<file path="src/rtl/lrc_pkg.sv">
package lrc_pkg;

  localparam int unsigned LRC_ADDR_W = 4;
  localparam logic [LRC_ADDR_W-1:0] LRC_CTRL_OFS    = 4'h0;
  localparam logic [LRC_ADDR_W-1:0] LRC_CMPMODE_OFS = 4'h4;
  localparam logic [LRC_ADDR_W-1:0] LRC_STATUS_OFS  = 4'h8;

  localparam int unsigned LRC_POWER_BIT  = 7;
  localparam int unsigned LRC_ROUTE_BIT  = 6;
  localparam int unsigned LRC_RANGE_BIT  = 5;
  localparam int unsigned LRC_SOURCE_BIT = 4;
  localparam int unsigned LRC_TAP_MSB    = 3;
  localparam int unsigned LRC_TAP_W      = 4;
  localparam int unsigned LRC_CTRL_W     = 8;

  localparam logic [LRC_CTRL_W-1:0] LRC_CTRL_RST    = 8'h00;
  localparam int unsigned           LRC_MODE_W      = 3;
  localparam logic [2:0]            LRC_MODE_RST    = 3'h7;
  localparam logic [2:0]            LRC_MODE_MUX4TO2 = 3'h6;

  localparam int unsigned LRC_LOW_DIV  = 24;
  localparam int unsigned LRC_HIGH_DIV = 32;
  localparam int unsigned LRC_HIGH_BASE = 8;

endpackage

</file>
<file path="src/rtl/lrc_cfg_if.sv">
`timescale 1ns/1ps
interface lrc_cfg_if;
  import lrc_pkg::*;
  logic [LRC_CTRL_W-1:0] ctrl;
  logic [LRC_MODE_W-1:0] cmp_mode;
  logic                  port_a_direction_pin;
  logic                  ladder_power_on;
  logic                  pin_connect;
  logic                  pin_output_driver_off;
  logic                  comparator_ref_apply;
  logic                  low_range_select;
  logic                  external_source_select;
  logic [LRC_TAP_W-1:0]  ladder_tap_value;
  logic [5:0]            ladder_numerator;
  logic [5:0]            ladder_denominator;

  modport regs (output ctrl, output cmp_mode, output port_a_direction_pin,
                input ladder_power_on, input pin_connect, input pin_output_driver_off,
                input comparator_ref_apply, input low_range_select,
                input external_source_select, input ladder_tap_value,
                input ladder_numerator, input ladder_denominator);
  modport dec  (input ctrl, input cmp_mode, input port_a_direction_pin,
                output ladder_power_on, output pin_connect, output pin_output_driver_off,
                output comparator_ref_apply, output low_range_select,
                output external_source_select, output ladder_tap_value,
                output ladder_numerator, output ladder_denominator);
endinterface

</file>
<file path="src/rtl/lrc_decode.sv">
`timescale 1ns/1ps
module lrc_decode
  import lrc_pkg::*;
(
  lrc_cfg_if.dec cfg
);

  function automatic logic [5:0] lrc_num(input logic low, input logic [LRC_TAP_W-1:0] tap);
    if (low) begin
      lrc_num = {2'h0, tap};
    end else begin
      lrc_num = 6'(LRC_HIGH_BASE) + {2'h0, tap};
    end
  endfunction

  always_comb begin
    cfg.ladder_power_on        = cfg.ctrl[LRC_POWER_BIT];
    cfg.pin_connect            = cfg.ctrl[LRC_ROUTE_BIT];
    cfg.pin_output_driver_off  = cfg.ctrl[LRC_ROUTE_BIT] | cfg.port_a_direction_pin;
    cfg.low_range_select       = cfg.ctrl[LRC_RANGE_BIT];
    cfg.external_source_select = cfg.ctrl[LRC_SOURCE_BIT];
    cfg.ladder_tap_value       = cfg.ctrl[LRC_TAP_MSB:0];
    cfg.ladder_numerator       = lrc_num(cfg.ctrl[LRC_RANGE_BIT], cfg.ctrl[LRC_TAP_MSB:0]);
    cfg.ladder_denominator     = cfg.ctrl[LRC_RANGE_BIT] ? 6'(LRC_LOW_DIV)
                                                         : 6'(LRC_HIGH_DIV);
    cfg.comparator_ref_apply   = (cfg.cmp_mode == LRC_MODE_MUX4TO2);
  end

endmodule

</file>
<file path="src/rtl/ladder_reference_control.sv">
// Decided for this implementation: register access over APB and the placing of the registers.
`timescale 1ns/1ps
// Notes on behaviour
// An 8-bit read/write control register holds power, pin routing, range, source and tap.
// The power bit at 1 powers the ladder on and at 0 holds it powered down.
// The routing bit at 1 connects the reference level to the shared pin, at 0 disconnects it.
// The routing bit overrides the pin's direction bit so the pin carries the reference.
// Range at 1 gives tap/24 of the span; range at 0 gives span/4 plus tap/32 of the span.
// Source at 1 takes the span from the external reference pins, at 0 from the supply rails.
// The tap field is four bits, 0 to 15, and picks one of sixteen taps in the range.
// Reset clears power, routing, range and tap, giving a disabled, detached, high-range state.
// Waking from sleep leaves the control register contents unchanged.
// Software should clear the power bit before sleep to save current.
// Enable and routing do not depend on any comparator configuration.
// The reference goes to both comparators' positive inputs only in the 4-to-2 mux mode.
// Range, source and tap are static select outputs and power is an active-high enable.
module ladder_reference_control
  import lrc_pkg::*;
(
  input  wire logic                  ref_clk,
  input  wire logic                  reset,
  input  wire logic                  psel,
  input  wire logic                  penable,
  input  wire logic                  pwrite,
  input  wire logic [LRC_ADDR_W-1:0] paddr,
  input  wire logic [31:0]           pwdata,
  input  wire logic [3:0]            pstrb,
  output logic      [31:0]           prdata,
  output logic                       pready,
  output logic                       pslverr,
  input  wire logic                  port_a_direction,
  input  wire logic                  sleep_wake,
  output logic                       ladder_power_on,
  output logic                       reference_pin_output_enable,
  output logic                       pin_digital_driver_off,
  output logic                       low_range_select,
  output logic                       external_source_select,
  output logic      [LRC_TAP_W-1:0]  ladder_tap_value,
  output logic                       comparator_ref_apply
);

  lrc_cfg_if cfg ();

  logic [LRC_CTRL_W-1:0] ctrl_r;
  logic [LRC_MODE_W-1:0] mode_r;
  logic                  access;
  logic                  wr_en;
  logic                  mapped;

  assign access = psel & penable;
  assign wr_en  = access & pwrite & pstrb[0];
  assign mapped = (paddr == LRC_CTRL_OFS) || (paddr == LRC_CMPMODE_OFS)
                || (paddr == LRC_STATUS_OFS);

  // Sleep wake has no path into this register; only reset and bus writes change it.
  always_ff @(posedge ref_clk or posedge reset) begin
    if (reset) begin
      ctrl_r <= LRC_CTRL_RST;
    end else if (wr_en && paddr == LRC_CTRL_OFS) begin
      ctrl_r <= pwdata[LRC_CTRL_W-1:0];
    end
  end

  always_ff @(posedge ref_clk or posedge reset) begin
    if (reset) begin
      mode_r <= LRC_MODE_RST;
    end else if (wr_en && paddr == LRC_CMPMODE_OFS) begin
      mode_r <= pwdata[LRC_MODE_W-1:0];
    end
  end

  assign cfg.ctrl                 = ctrl_r;
  assign cfg.cmp_mode             = mode_r;
  assign cfg.port_a_direction_pin = port_a_direction;

  lrc_decode u_dec (
    .cfg (cfg.dec)
  );

  // Zero-wait slave: pready is high in every access phase.
  always_ff @(posedge ref_clk or posedge reset) begin
    if (reset) begin
      pready  <= 1'b0;
      pslverr <= 1'b0;
    end else begin
      pready  <= psel & ~penable;
      pslverr <= psel & ~penable & ~mapped;
    end
  end

  always_ff @(posedge ref_clk or posedge reset) begin
    if (reset) begin
      prdata <= 32'h0000_0000;
    end else if (psel && !penable && !pwrite) begin
      case (paddr)
        LRC_CTRL_OFS:    prdata <= {24'h00_0000, ctrl_r};
        LRC_CMPMODE_OFS: prdata <= {29'h0000_0000, mode_r};
        LRC_STATUS_OFS:  prdata <= {30'h0000_0000, comparator_ref_apply,
                                    reference_pin_output_enable};
        default:         prdata <= 32'h0000_0000;
      endcase
    end
  end

  // Outputs are registered copies of the decoded controls, one cycle after the register.
  always_ff @(posedge ref_clk or posedge reset) begin
    if (reset) begin
      ladder_power_on             <= 1'b0;
      reference_pin_output_enable <= 1'b0;
      pin_digital_driver_off      <= 1'b1;
      low_range_select            <= 1'b0;
      external_source_select      <= 1'b0;
      ladder_tap_value            <= '0;
      comparator_ref_apply        <= 1'b0;
    end else begin
      ladder_power_on             <= cfg.ladder_power_on;
      reference_pin_output_enable <= cfg.pin_connect;
      pin_digital_driver_off      <= cfg.pin_output_driver_off;
      low_range_select            <= cfg.low_range_select;
      external_source_select      <= cfg.external_source_select;
      ladder_tap_value            <= cfg.ladder_tap_value;
      comparator_ref_apply        <= cfg.comparator_ref_apply;
    end
  end

endmodule

</file>
<file path="config.mk">
export PLATFORM = sky130hd
export DESIGN_NAME = ladder_reference_control
export DESIGN_NICKNAME = d
export VERILOG_FILES = /design/src/rtl/lrc_pkg.sv /design/src/rtl/lrc_cfg_if.sv /design/src/rtl/lrc_decode.sv /design/src/rtl/ladder_reference_control.sv
export SDC_FILE = /design/constraint.sdc
export NUM_CORES = 1
export LEC_CHECK = 0
export BUFFER_PORTS_ARGS = -buffer_cell sky130_fd_sc_hd__buf_2
export CAP_MARGIN = 20
export CORE_ASPECT_RATIO = 0.6
export CORE_MARGIN = 5
export CORE_UTILIZATION = 30
export CTS_BUF_LIST = sky130_fd_sc_hd__clkbuf_4 sky130_fd_sc_hd__clkbuf_8
export CTS_CLUSTER_DIAMETER = 100
export CTS_CLUSTER_SIZE = 25
export DETAILED_ROUTE_END_ITERATION = 8
export GPL_TIMING_DRIVEN = 0
export PLACE_DENSITY = 0.69
export SLEW_MARGIN = 20
export SYNTH_ARGS = -nofsm -noshare
export SYNTH_HDL_FRONTEND = slang
export SYNTH_SLANG_ARGS = --single-unit
</file>
<file path="constraint.sdc">
create_clock -name ref_clk -period 1.1 [get_ports ref_clk]
set_input_delay 0.11 -clock ref_clk [delete_from_list [all_inputs] [get_ports ref_clk]]
set_output_delay 0.11 -clock ref_clk [all_outputs]
set_load 0.01 [all_outputs]
</file>
==> results of run 1 <==
==> area by class of cell <==
class	instances	area [sq um]
tap	63	78.83
inverter	1	3.754
buffer	27	229.0
clock buffer	5	68.82
multi-input combinational	66	464.2
fill	451	2660
timing repair buffer	40	216.5
clock inverter	3	15.01
sequential	31	780.7
==> report_power, final <==
group / total [mW] / internal (mW) / switching [mW] / leakage, nW
logic: 0.323 / 0.176 / 0.147 / 0.558
clock network: 0.851 / 0.432 / 0.419 / 0.0477
registers: 1.25 / 1.22 / 0.0362 / 0.411
total: 2.43 / 1.82 / 0.603 / 1.02
==> metrics by stage <==
stage | power, mW | instances | utilization (%) | cell area [sq um]
6_report | 2.427 | 236 | 41.11 | 1857
5_1_grt | 2.581 | 236 | 41.11 | 1857
2_1_floorplan | 1.487 | 125 | - | 1478
3_5_place_dp | 1.588 | 225 | 38.56 | 1742
4_1_cts | 2.470 | 235 | 40.94 | 1849
3_3_place_gp | 1.582 | 225 | 38.56 | 1742
==> per-layer routing <==
layer | vias to the layer above | GRT usage, %
met5 | - | 0
met3 | 2 | 5.128
li1 | 442 | -
met4 | 0 | 3.627
met2 | 30 | 12.46
met1 | 391 | 13.78
==> final timing paths <==
kind                                    startpoint                               end  depth (start not counted)
max in group asynchronous                    reset           cfg.ctrl[3]$_DFFE_PP0P_                          3
min in group asynchronous                    reset     ladder_tap_value[2]$_DFF_PP0_                          3
hold / removal                    port_a_direction  pin_digital_driver_off$_DFF_PP1_                          2
setup reg to reg           cfg.ctrl[1]$_DFFE_PP0P_             prdata[1]$_DFFE_PP0P_                          3
hold reg to reg            cfg.ctrl[2]$_DFFE_PP0P_     ladder_tap_value[2]$_DFF_PP0_                          0
setup / recovery                          paddr[2]           cfg.ctrl[4]$_DFFE_PP0P_                          5
==> worst max-delay path, stage by stage <==
cell     delay [ns]
buf_8          0.09
or4_4          0.54
nor2b_4        0.14
buf_12         0.15
mux2_4         0.30
==> timing repair <==
item	CTS	global route
hold endpoints to repair	27	0
pin swaps	1	0
gates resized for setup	2	0
setup buffers	1	1
hold buffers	1	0
setup endpoints to repair	13	13
==> state kept, by name, summed over array words and instances (netlist names) <==
| register | count |
|---|---|
| cfg.cmp_mode | 3 |
| cfg.ctrl | 8 |
| comparator_ref_apply | 1 |
| external_source_select | 1 |
| ladder_power_on | 1 |
| ladder_tap_value | 4 |
| low_range_select | 1 |
| pin_digital_driver_off | 1 |
| prdata | 8 |
| pready | 1 |
| pslverr | 1 |
| reference_pin_output_enable | 1 |
==> cells by family after synthesis <==
group	count (synthesis)	share of synthesized area [%]
flops	31	56.68
other cells	1	0.2722
compound gates	11	6.085
simple gates	17	7.448
buf+inv	28	15.89
mux	14	13.62
==> synth_stat cells <==
master	instances	area, sq um
a22o_1	5	43.79
and4_1	1	8.760
nand3_1	1	5.000
buf_4	24	180.2
inv_1	1	3.750
dfstp_2	4	105.1
nor2_1	2	7.510
nand2_1	5	18.77
conb_1	1	3.750
buf_6	1	11.26
nor3_1	2	10.01
nor2b_4	1	13.76
mux2_4	8	120.1
a32oi_1	2	17.52
o21ai_0	3	15.01
or3b_2	1	8.760
dfrtp_1	27	675.7
mux2_2	6	67.56
or2_2	1	6.260
a211oi_1	1	7.510
clkbuf_1	1	3.750
or4_4	1	11.26
nor2b_1	2	12.51
buf_12	1	20.02
==> results by group, run 1 <==
Status
  • Status: complete, but fails checks
  • Failing checks: setup timing

Timing
  • Hold Vio Cnt, Final: 0
  • Setup ws final: -0.07511 ns
  • Slew Limit Fails: 0
  • RSZ-0062 raised after global routing: yes
  • Skew final: just under 0.008 ns
  • Relative slew slack: approximately 57%
  • Worst-Margin Slew: approximately 0.65 ns
  • Fin crit period: around 1.2 ns
  • Hold WS: approximately 0.012 ns
  • Period utilization: 106.8%
  • Setup Viol. Count Final: 13
  • Fmax achieved: around 0.85 GHz
  • Setup TNS: -0.6972 ns

Layout
  • Area Overhead vs Synth: 34.79%
  • Nets: 219
  • # diodes: 0
  • Commonest non-fill, non-tap cells in the layout: 36 x buf_2, 27 x dfrtp_1, 26 x buf_4
  • Layout cells sized above 1: 56.07%
  • Most common cell after layout, fill and taps aside: buf_2

Floorplan
  • Die W: 97.48 um
  • Die area: approximately 6100 sq um
  • Top-Level Pins: just over 90
  • Row count: 19
  • Height of the chip: roughly 62 um
  • Initial Utilization: roughly 30%
  • Core Footprint: ~4500 sq um

Drt
  • Metal2 WL: between 1000 and 1500 um
  • DRC: 0
  • DR top layer: met4
  • WL final: 2833 um
  • Post-route ant nets: 0
  • Met1 WL: approximately 1400 um
  • Initial DRC Count: 19
  • Pre-Repair DR Iteration Count: 3
  • DR vias/cell: 3.665
  • Met3 routed wirelength: ~220 um
  • WL/cell: ~12 um
  • Vias post-DR: between 800 and 900

Synthesis
  • Mapped cell area: about 1400 sq um
  • Synth warn: 0
  • #FFs+latches synth: 31
  • Synth Instances: a little over 100
  • Synth unique cells: 24
  • Register area share after synthesis: between 50% and 60%
  • Syn avg cell area: around 14 sq um

Global routing
  • Gr ovfl total: 0
  • Initial antenna violation count: 0
  • Largest net degree at the start of global routing: 32
  • Tot GR Track Use: 9.796%
  • First-pass GRT wire length: approximately 4500 um
  • Number of global-route vias before repair: 840

Worst setup path
  • Worst EP required: around 1.3 ns
  • Critical path arrival: around 1.3 ns
  • Startpoint Class: input port
  • Critical path type: input port to flip-flop
  • CP Max Fanout: 8
  • R2R setup slack: about 0.07 ns
  • Critical Path End Type: flip-flop

Worst hold path
  • Worst min path class: input port to flip-flop

Placed design
  • Hpwl dp: about 2200 um
  • I/O Buffers: 37
  • DP Worst Slack: -0.4017 ns
  • Final Wtd Congestion: approximately 0.75

Pwr
  • Power per cell area: approximately 1300 nW/um^2
  • Maximum VDD drop: roughly 0.00042 V
  • Leak: about 1.0 nW

Clock network
  • Clock Tree Root: clkbuf_8
  • Clk pin slew, worst setup/hold paths: 0.07 ns
  • Num CTS Buffers: 5
  • Clk_lat worst skew: about 0.28 ns
  • Clock sinks: 31
  • CTS max path bufs: 2
  • CTS tree: done
  • Max H-tree Level: 2

Run
  • # Max-Cap Violations: 0
No activity file was read; power rests on OpenSTA's default activity.
==> run 2: changes to the inputs <==
Settings changed: CORE_MARGIN 5 to 2.
==> run 2 against run 1 <==
The run still ends with setup timing left; first-iteration DRC count grew 58%; clock power rose by 7.8%; core utilization is 0.41 points higher; sequential power about the same; critical path depth unchanged; sequential share of layout area fell by 0.20 points; worst setup slack lost 0.0052 ns; wire length shrank 9.5%; clock skew fell by 0.0023 ns; largest power group unchanged.
==> results by group, run 2 (synthesis gave the netlist of run 1 again) <==
Worst setup path
  • Slowest cell on the critical path: or4_4
  • Critical path buffer and inverter count: 2
  • Worst path top cell family by delay: simple AND/OR/NAND/NOR gates
  • CP Cell Sequence: buf_8 > or4_4 > nor2b_4 > buf_12 > mux2_4
  • Worst EP required: between 1 and 1.5 ns
  • Startpoint Class: input port
  • Critical path type: input port to flip-flop
  • R2R depth: 3
  • Critical Path End Type: flip-flop
  • Critical path arrival: roughly 1.3 ns
  • CP Max Fanout: 8
  • CP peak stage delay: 0.55 ns
  • Number of cells on the critical path: 5

Drt
  • WL final: ~2600 um
  • DR vias/cell: about 3.6
  • Pre-Repair DR Iteration Count: 4
  • Post-route ant nets: 0
  • Initial DRC Count: 30
  • Vias post-DR: 854
  • WL/cell: 10.91 um
  • DRC: 0

Clock network
  • Clk_lat worst skew: around 0.28 ns
  • Num CTS Buffers: 5
  • Clk pin slew, worst setup/hold paths: ~0.060 ns
  • Clock sinks: 31
  • CTS tree: done
  • Max H-tree Level: 2
  • Clock Tree Root: clkbuf_8
  • CTS max path bufs: 2

Timing
  • Period utilization: 107.3%
  • Slew Limit Fails: 0
  • Setup ws final: -0.08030 ns
  • Worst-Margin Slew: between 0.6 and 0.7 ns
  • Hold Vio Cnt, Final: 0
  • Setup TNS: -0.5911 ns
  • Relative slew slack: 57.84%
  • Fin crit period: around 1.2 ns
  • Hold WS: approximately 0.022 ns
  • Setup Viol. Count Final: 8
  • RSZ-0062 raised after global routing: yes
  • Fmax achieved: ~0.85 GHz
  • Skew final: 0.005407 ns

Status
  • Status: complete, but fails checks
  • Failing checks: setup timing

Layout
  • Area Overhead vs Synth: 35.42%
  • Most common cell after layout, fill and taps aside: buf_2
  • Nets: roughly 220
  • Layout cells sized above 1: between 50% and 60%
  • Fill cell count: between 400 and 500
  • Final Non-Filler Cells: between 200 and 250
  • Commonest non-fill, non-tap cells in the layout: 36 x buf_2, 27 x dfrtp_1, 25 x buf_4
  • # diodes: 0
  • Finished Cell Area: approximately 1900 sq um
  • Area of the multi-input gates: between 400 and 500 sq um
  • Reg area: just under 800 sq um
  • Post-Route Utilization: 41.52%

Pwr
  • Power per cell area: 1335 nW/um^2
  • Maximum VDD drop: 0.0006391 V
  • Leak: around 1.0 nW
  • Tot Pwr: approximately 2.5 mW

Worst hold path
  • Worst min path class: input port to flip-flop
  • Worst Hold Depth: 2

Global routing
  • Gr ovfl total: 0
  • Initial antenna violation count: 0
  • Tot GR Track Use: 10.52%
  • Number of global-route vias before repair: ~740
  • Largest net degree at the start of global routing: 32
  • First-pass GRT wire length: 3864 um

Floorplan
  • Top-Level Pins: between 90 and 100
  • Core Footprint: about 4500 sq um
  • Initial Utilization: between 30% and 40%
  • Die W: 91.48 um
  • Row count: 19
  • Height of the chip: ~56 um
  • Die area: 5168 sq um

Placed design
  • DP Worst Slack: -0.4093 ns
  • I/O Buffers: 37
  • Final Wtd Congestion: between 0.6 and 0.7
  • Hpwl dp: about 1900 um
  • Placed Area: between 1500 and 2000 sq um
  • Placed cells: approximately 230

Run
  • # Max-Cap Violations: 0
-- run 2: cell types whose count changed in the layout (fill, tap and decap cells not counted), sizes merged --
| cell | before | now |
|---|---|---|
| clkinv | 3 | 1 |
| buf | 65 | 64 |
| clkbuf | 6 | 8 |
-- run 2: timing repair --
item,CTS,global route
pin swaps,1,0
setup buffers,1,0
hold buffers,1,0
resized for setup,2,1
setup endpoints to repair,13,16
endpoints found under the hold margin,27,0
-- run 2: layout make-up --
| class | count | area share [%] |
|---|---|---|
| clock inverter | 1 | 0.2683 |
| sequential | 31 | 41.85 |
| buffer | 27 | 12.27 |
| tap | 63 | 4.225 |
| timing repair buffer | 39 | 11.20 |
| inverter | 1 | 0.2012 |
| clock buffer | 7 | 4.829 |
| multi-input combinational | 66 | 25.15 |
-- run 2: per-layer routing --
layer,global-route usage [%],up-vias,share of wire [%]
li1,-,440,-
met1,15.87,382,51
met2,12.39,30,41
met3,4.430,2,7.6
met4,5.195,0,0.70
met5,0,-,0
-- run 2: final timing paths --
| kind | start | end | slack (ns) |
|---|---|---|---|
| worst max-delay path | paddr[2] | cfg.ctrl[6]$_DFFE_PP0P_ | -0.08 |
| worst min-delay path | port_a_direction | pin_digital_driver_off$_DFF_PP1_ | 0.02 |
| worst max register to register | cfg.ctrl[0]$_DFFE_PP0P_ | prdata[0]$_DFFE_PP0P_ | 0.06 |
| worst min register to register | cfg.ctrl[3]$_DFFE_PP0P_ | ladder_tap_value[3]$_DFF_PP0_ | 0.40 |
| max in group asynchronous | reset | external_source_select$_DFF_PP0_ | 0.22 |
| min in group asynchronous | reset | ladder_tap_value[2]$_DFF_PP0_ | 0.46 |
-- run 2: worst register-to-register path, stage by stage, from the launching register on --
cell and delay [ns]:
dfrtp_1 0.40, mux2_2 0.27, a32oi_1 0.16, o21ai_0 0.10
-- run 2: report_power, final --
part / internal (mW) / switching, mW
sequential: 1.22 / 0.0367
combinational: 0.174 / 0.146
clock: 0.528 / 0.389
==> run 3: changes to the inputs <==
==> constraint.sdc (replaced) <==
create_clock -name ref_clk -period 1.1 [get_ports ref_clk]
set_input_delay 0.055 -clock ref_clk [delete_from_list [all_inputs] [get_ports ref_clk]]
set_output_delay 0.055 -clock ref_clk [all_outputs]
set_load 0.01 [all_outputs]
==> run 3 against run 2 <==
The run still ends with setup timing left; register-to-register slack better by 0.02 ns; first-iteration DRC count is 3.3% lower; global-route usage is 0.43 points lower; die area stayed put; wire length is 3.4% higher; sequential power hardly changed; worst setup slack better by 0.066 ns.
==> results by group, run 3 (synthesis gave the netlist of run 1 again) <==
Placed design
  • Placed cells: 225
  • I/O Buffers: 37
  • Final Wtd Congestion: a little over 0.7
  • Placed Area: 1732 sq um
  • Hpwl dp: 1961 um

Timing
  • Period utilization: 101.3%
  • Setup Viol. Count Final: 8
  • Worst-Margin Slew: approximately 0.64 ns
  • Setup ws final: -0.01440 ns
  • Setup TNS: -0.05423 ns
  • Fin crit period: ~1.1 ns
  • Hold Vio Cnt, Final: 0
  • RSZ-0062 raised after global routing: yes
  • Skew final: 0.005124 ns
  • Relative slew slack: a little under three fifths
  • Fmax achieved: 0.8973 GHz
  • Slew Limit Fails: 0

Pwr
  • Int Power: roughly 1.9 mW
  • Sw power: between 0.6 and 0.7 mW
  • Power per cell area: between 1000 and 1500 nW/um^2
  • Leak: 1.047 nW
  • Tot Pwr: between 2 and 3 mW
  • Maximum VDD drop: a little under 0.0007 V
  • Sequential share of power: approximately 50%
  • Switching Fraction: between 20% and 30%
  • Clk pwr share: approximately 36%
  • Logic pwr share: between 10% and 20%

Drt
  • DRC: 0
  • Pre-Repair DR Iteration Count: 4
  • Vias post-DR: 867
  • Initial DRC Count: 29
  • WL/cell: about 11 um
  • Post-route ant nets: 0
  • DR vias/cell: between 3 and 4
  • WL final: between 2000 and 3000 um

Worst hold path
  • Worst min path class: input port to flip-flop
  • Worst hold start: pwdata[0]
  • Worst Hold Depth: 2
  • Hold worst-path end: cfg.ctrl[0]$_DFFE_PP0P_

Floorplan
  • Core Footprint: 4493 sq um
  • Row count: 19
  • Die area: ~5200 sq um
  • Height of the chip: roughly 56 um
  • Die W: 91.48 um
  • Initial Utilization: a little under a third
  • Top-Level Pins: around 90

Layout
  • Fill cell count: 447
  • Reg area: 780.7 sq um
  • Final Non-Filler Cells: roughly 240
  • Most common cell after layout, fill and taps aside: buf_2
  • Commonest non-fill, non-tap cells in the layout: 36 x buf_2, 28 x buf_4, 27 x dfrtp_1
  • Nets: approximately 230
  • Post-Route Utilization: a little over two fifths
  • # diodes: 0
  • Area Overhead vs Synth: 39.87%
  • Area of the multi-input gates: between 400 and 500 sq um
  • Layout cells sized above 1: 54.14%
  • Finished Cell Area: 1927 sq um

Worst setup path
  • Worst path top cell family by delay: simple AND/OR/NAND/NOR gates
  • Slowest cell on the critical path: or4_4
  • R2R depth: 3
  • Worst EP required: between 1 and 1.5 ns
  • Startpoint Class: input port
  • CP Max Fanout: 8
  • Critical path arrival: 1.27 ns
  • R2R setup slack: roughly 0.08 ns
  • CP Cell Sequence: buf_8 > or4_4 > nor2b_4 > buf_12 > mux2_4
  • R2R Path End: prdata[1]$_DFFE_PP0P_
  • Critical Path End Type: flip-flop
  • Critical path type: input port to flip-flop
  • Reg2reg start: cfg.ctrl[1]$_DFFE_PP0P_
  • CP peak stage delay: ~0.54 ns
  • Critical path buffer and inverter count: 2

Clock network
  • CTS tree: done
  • Clk pin slew, worst setup/hold paths: around 0.07 ns
  • Clock Tree Root: clkbuf_8
  • Num CTS Buffers: 5
  • Clock sinks: 31
  • CTS max path bufs: 2
  • Clk_lat worst skew: roughly 0.28 ns
  • Max H-tree Level: 2

Global routing
  • Initial antenna violation count: 0
  • Gr ovfl total: 0
  • First-pass GRT wire length: 3829 um
  • Number of global-route vias before repair: 760
  • Tot GR Track Use: between 10% and 20%
  • Largest net degree at the start of global routing: 32

Status
  • Status: complete, but fails checks
  • Failing checks: setup timing

Run
  • # Max-Cap Violations: 0
[run 3: changes by cell type in the layout (fill, tap and decap cells not counted)]
cell           delta
buf_4             +3
clkbuf_1          +1
clkbuf_4          +1
clkbuf_8          -2
dlygate4sd3_1     +6
nor3_1            +1
nor3_2            -1
o21ai_0           -2
o21ai_1           +2
[run 3: layer usage]
layer	up-vias	wire length [um]	global-route usage, %
li1	459	-	-
met1	375	1350	14.07
met2	31	1072	13.24
met3	2	215	4.966
met4	0	14	3.896
met5	-	0	0
[run 3: how the worst max path moves through the flow]
stage | from | to | slack, ns | depth (start not counted)
floorplan | paddr[2] | cfg.ctrl[0]$_DFFE_PP0P_ | -0.17 | 5
global placement | paddr[0] | cfg.ctrl[6]$_DFFE_PP0P_ | -0.33 | 5
detailed placement | paddr[0] | cfg.ctrl[1]$_DFFE_PP0P_ | -0.35 | 5
CTS | paddr[2] | cfg.ctrl[1]$_DFFE_PP0P_ | -0.01 | 5
global route | paddr[2] | cfg.ctrl[4]$_DFFE_PP0P_ | -0.03 | 5
finish | paddr[2] | cfg.ctrl[1]$_DFFE_PP0P_ | -0.01 | 5
[run 3: power groups by stage]
| stage | sequential [mW] | combinational [mW] | clock (mW) |
|---|---|---|---|
| after floorplan | 1.28 | 0.201 | 0 |
| after global placement | 1.27 | 0.305 | 0 |
| after detailed placement | 1.27 | 0.310 | 0 |
| after CTS | 1.25 | 0.334 | 0.937 |
| after global routing | 1.26 | 0.377 | 0.982 |
| final | 1.25 | 0.345 | 0.911 |
[run 3: worst register-to-register path, cell delays in order, from the launching register on]
cell and delay, ns:
dfrtp_1 0.40, mux2_2 0.27, a32oi_1 0.15, o21ai_1 0.07
[run 3: repair_timing]
action / in CTS / in global routing
buffers inserted: 1 / 3
endpoints found under the hold margin: 33 / 0
setup endpoints to repair: 8 / 10
cloned: 0 / 0
hold buffers: 7 / 0
pin swaps: 1 / 1
resized for setup: 2 / 2
[run 3: layout make-up]
type / count / share of cell area (%)
Inverter: 1 / 0.1948
Multi-Input combinational cell: 66 / 24.09
Clock buffer: 7 / 4.351
Tap cell: 63 / 4.091
Sequential cell: 31 / 40.52
Buffer: 27 / 11.36
Timing Repair Buffer: 48 / 15.13
Clock inverter: 1 / 0.2597
[run 3: per-stage QoR]
step	setup WS [ns]	hold slack (ns)
2_1_floorplan	-0.1738	0.1280
4_1_cts	-0.01466	0.01225
6_report	-0.01440	0.02043
3_5_place_dp	-0.3451	0.1873
3_3_place_gp	-0.3328	0.2424
5_1_grt	-0.02535	0.009741
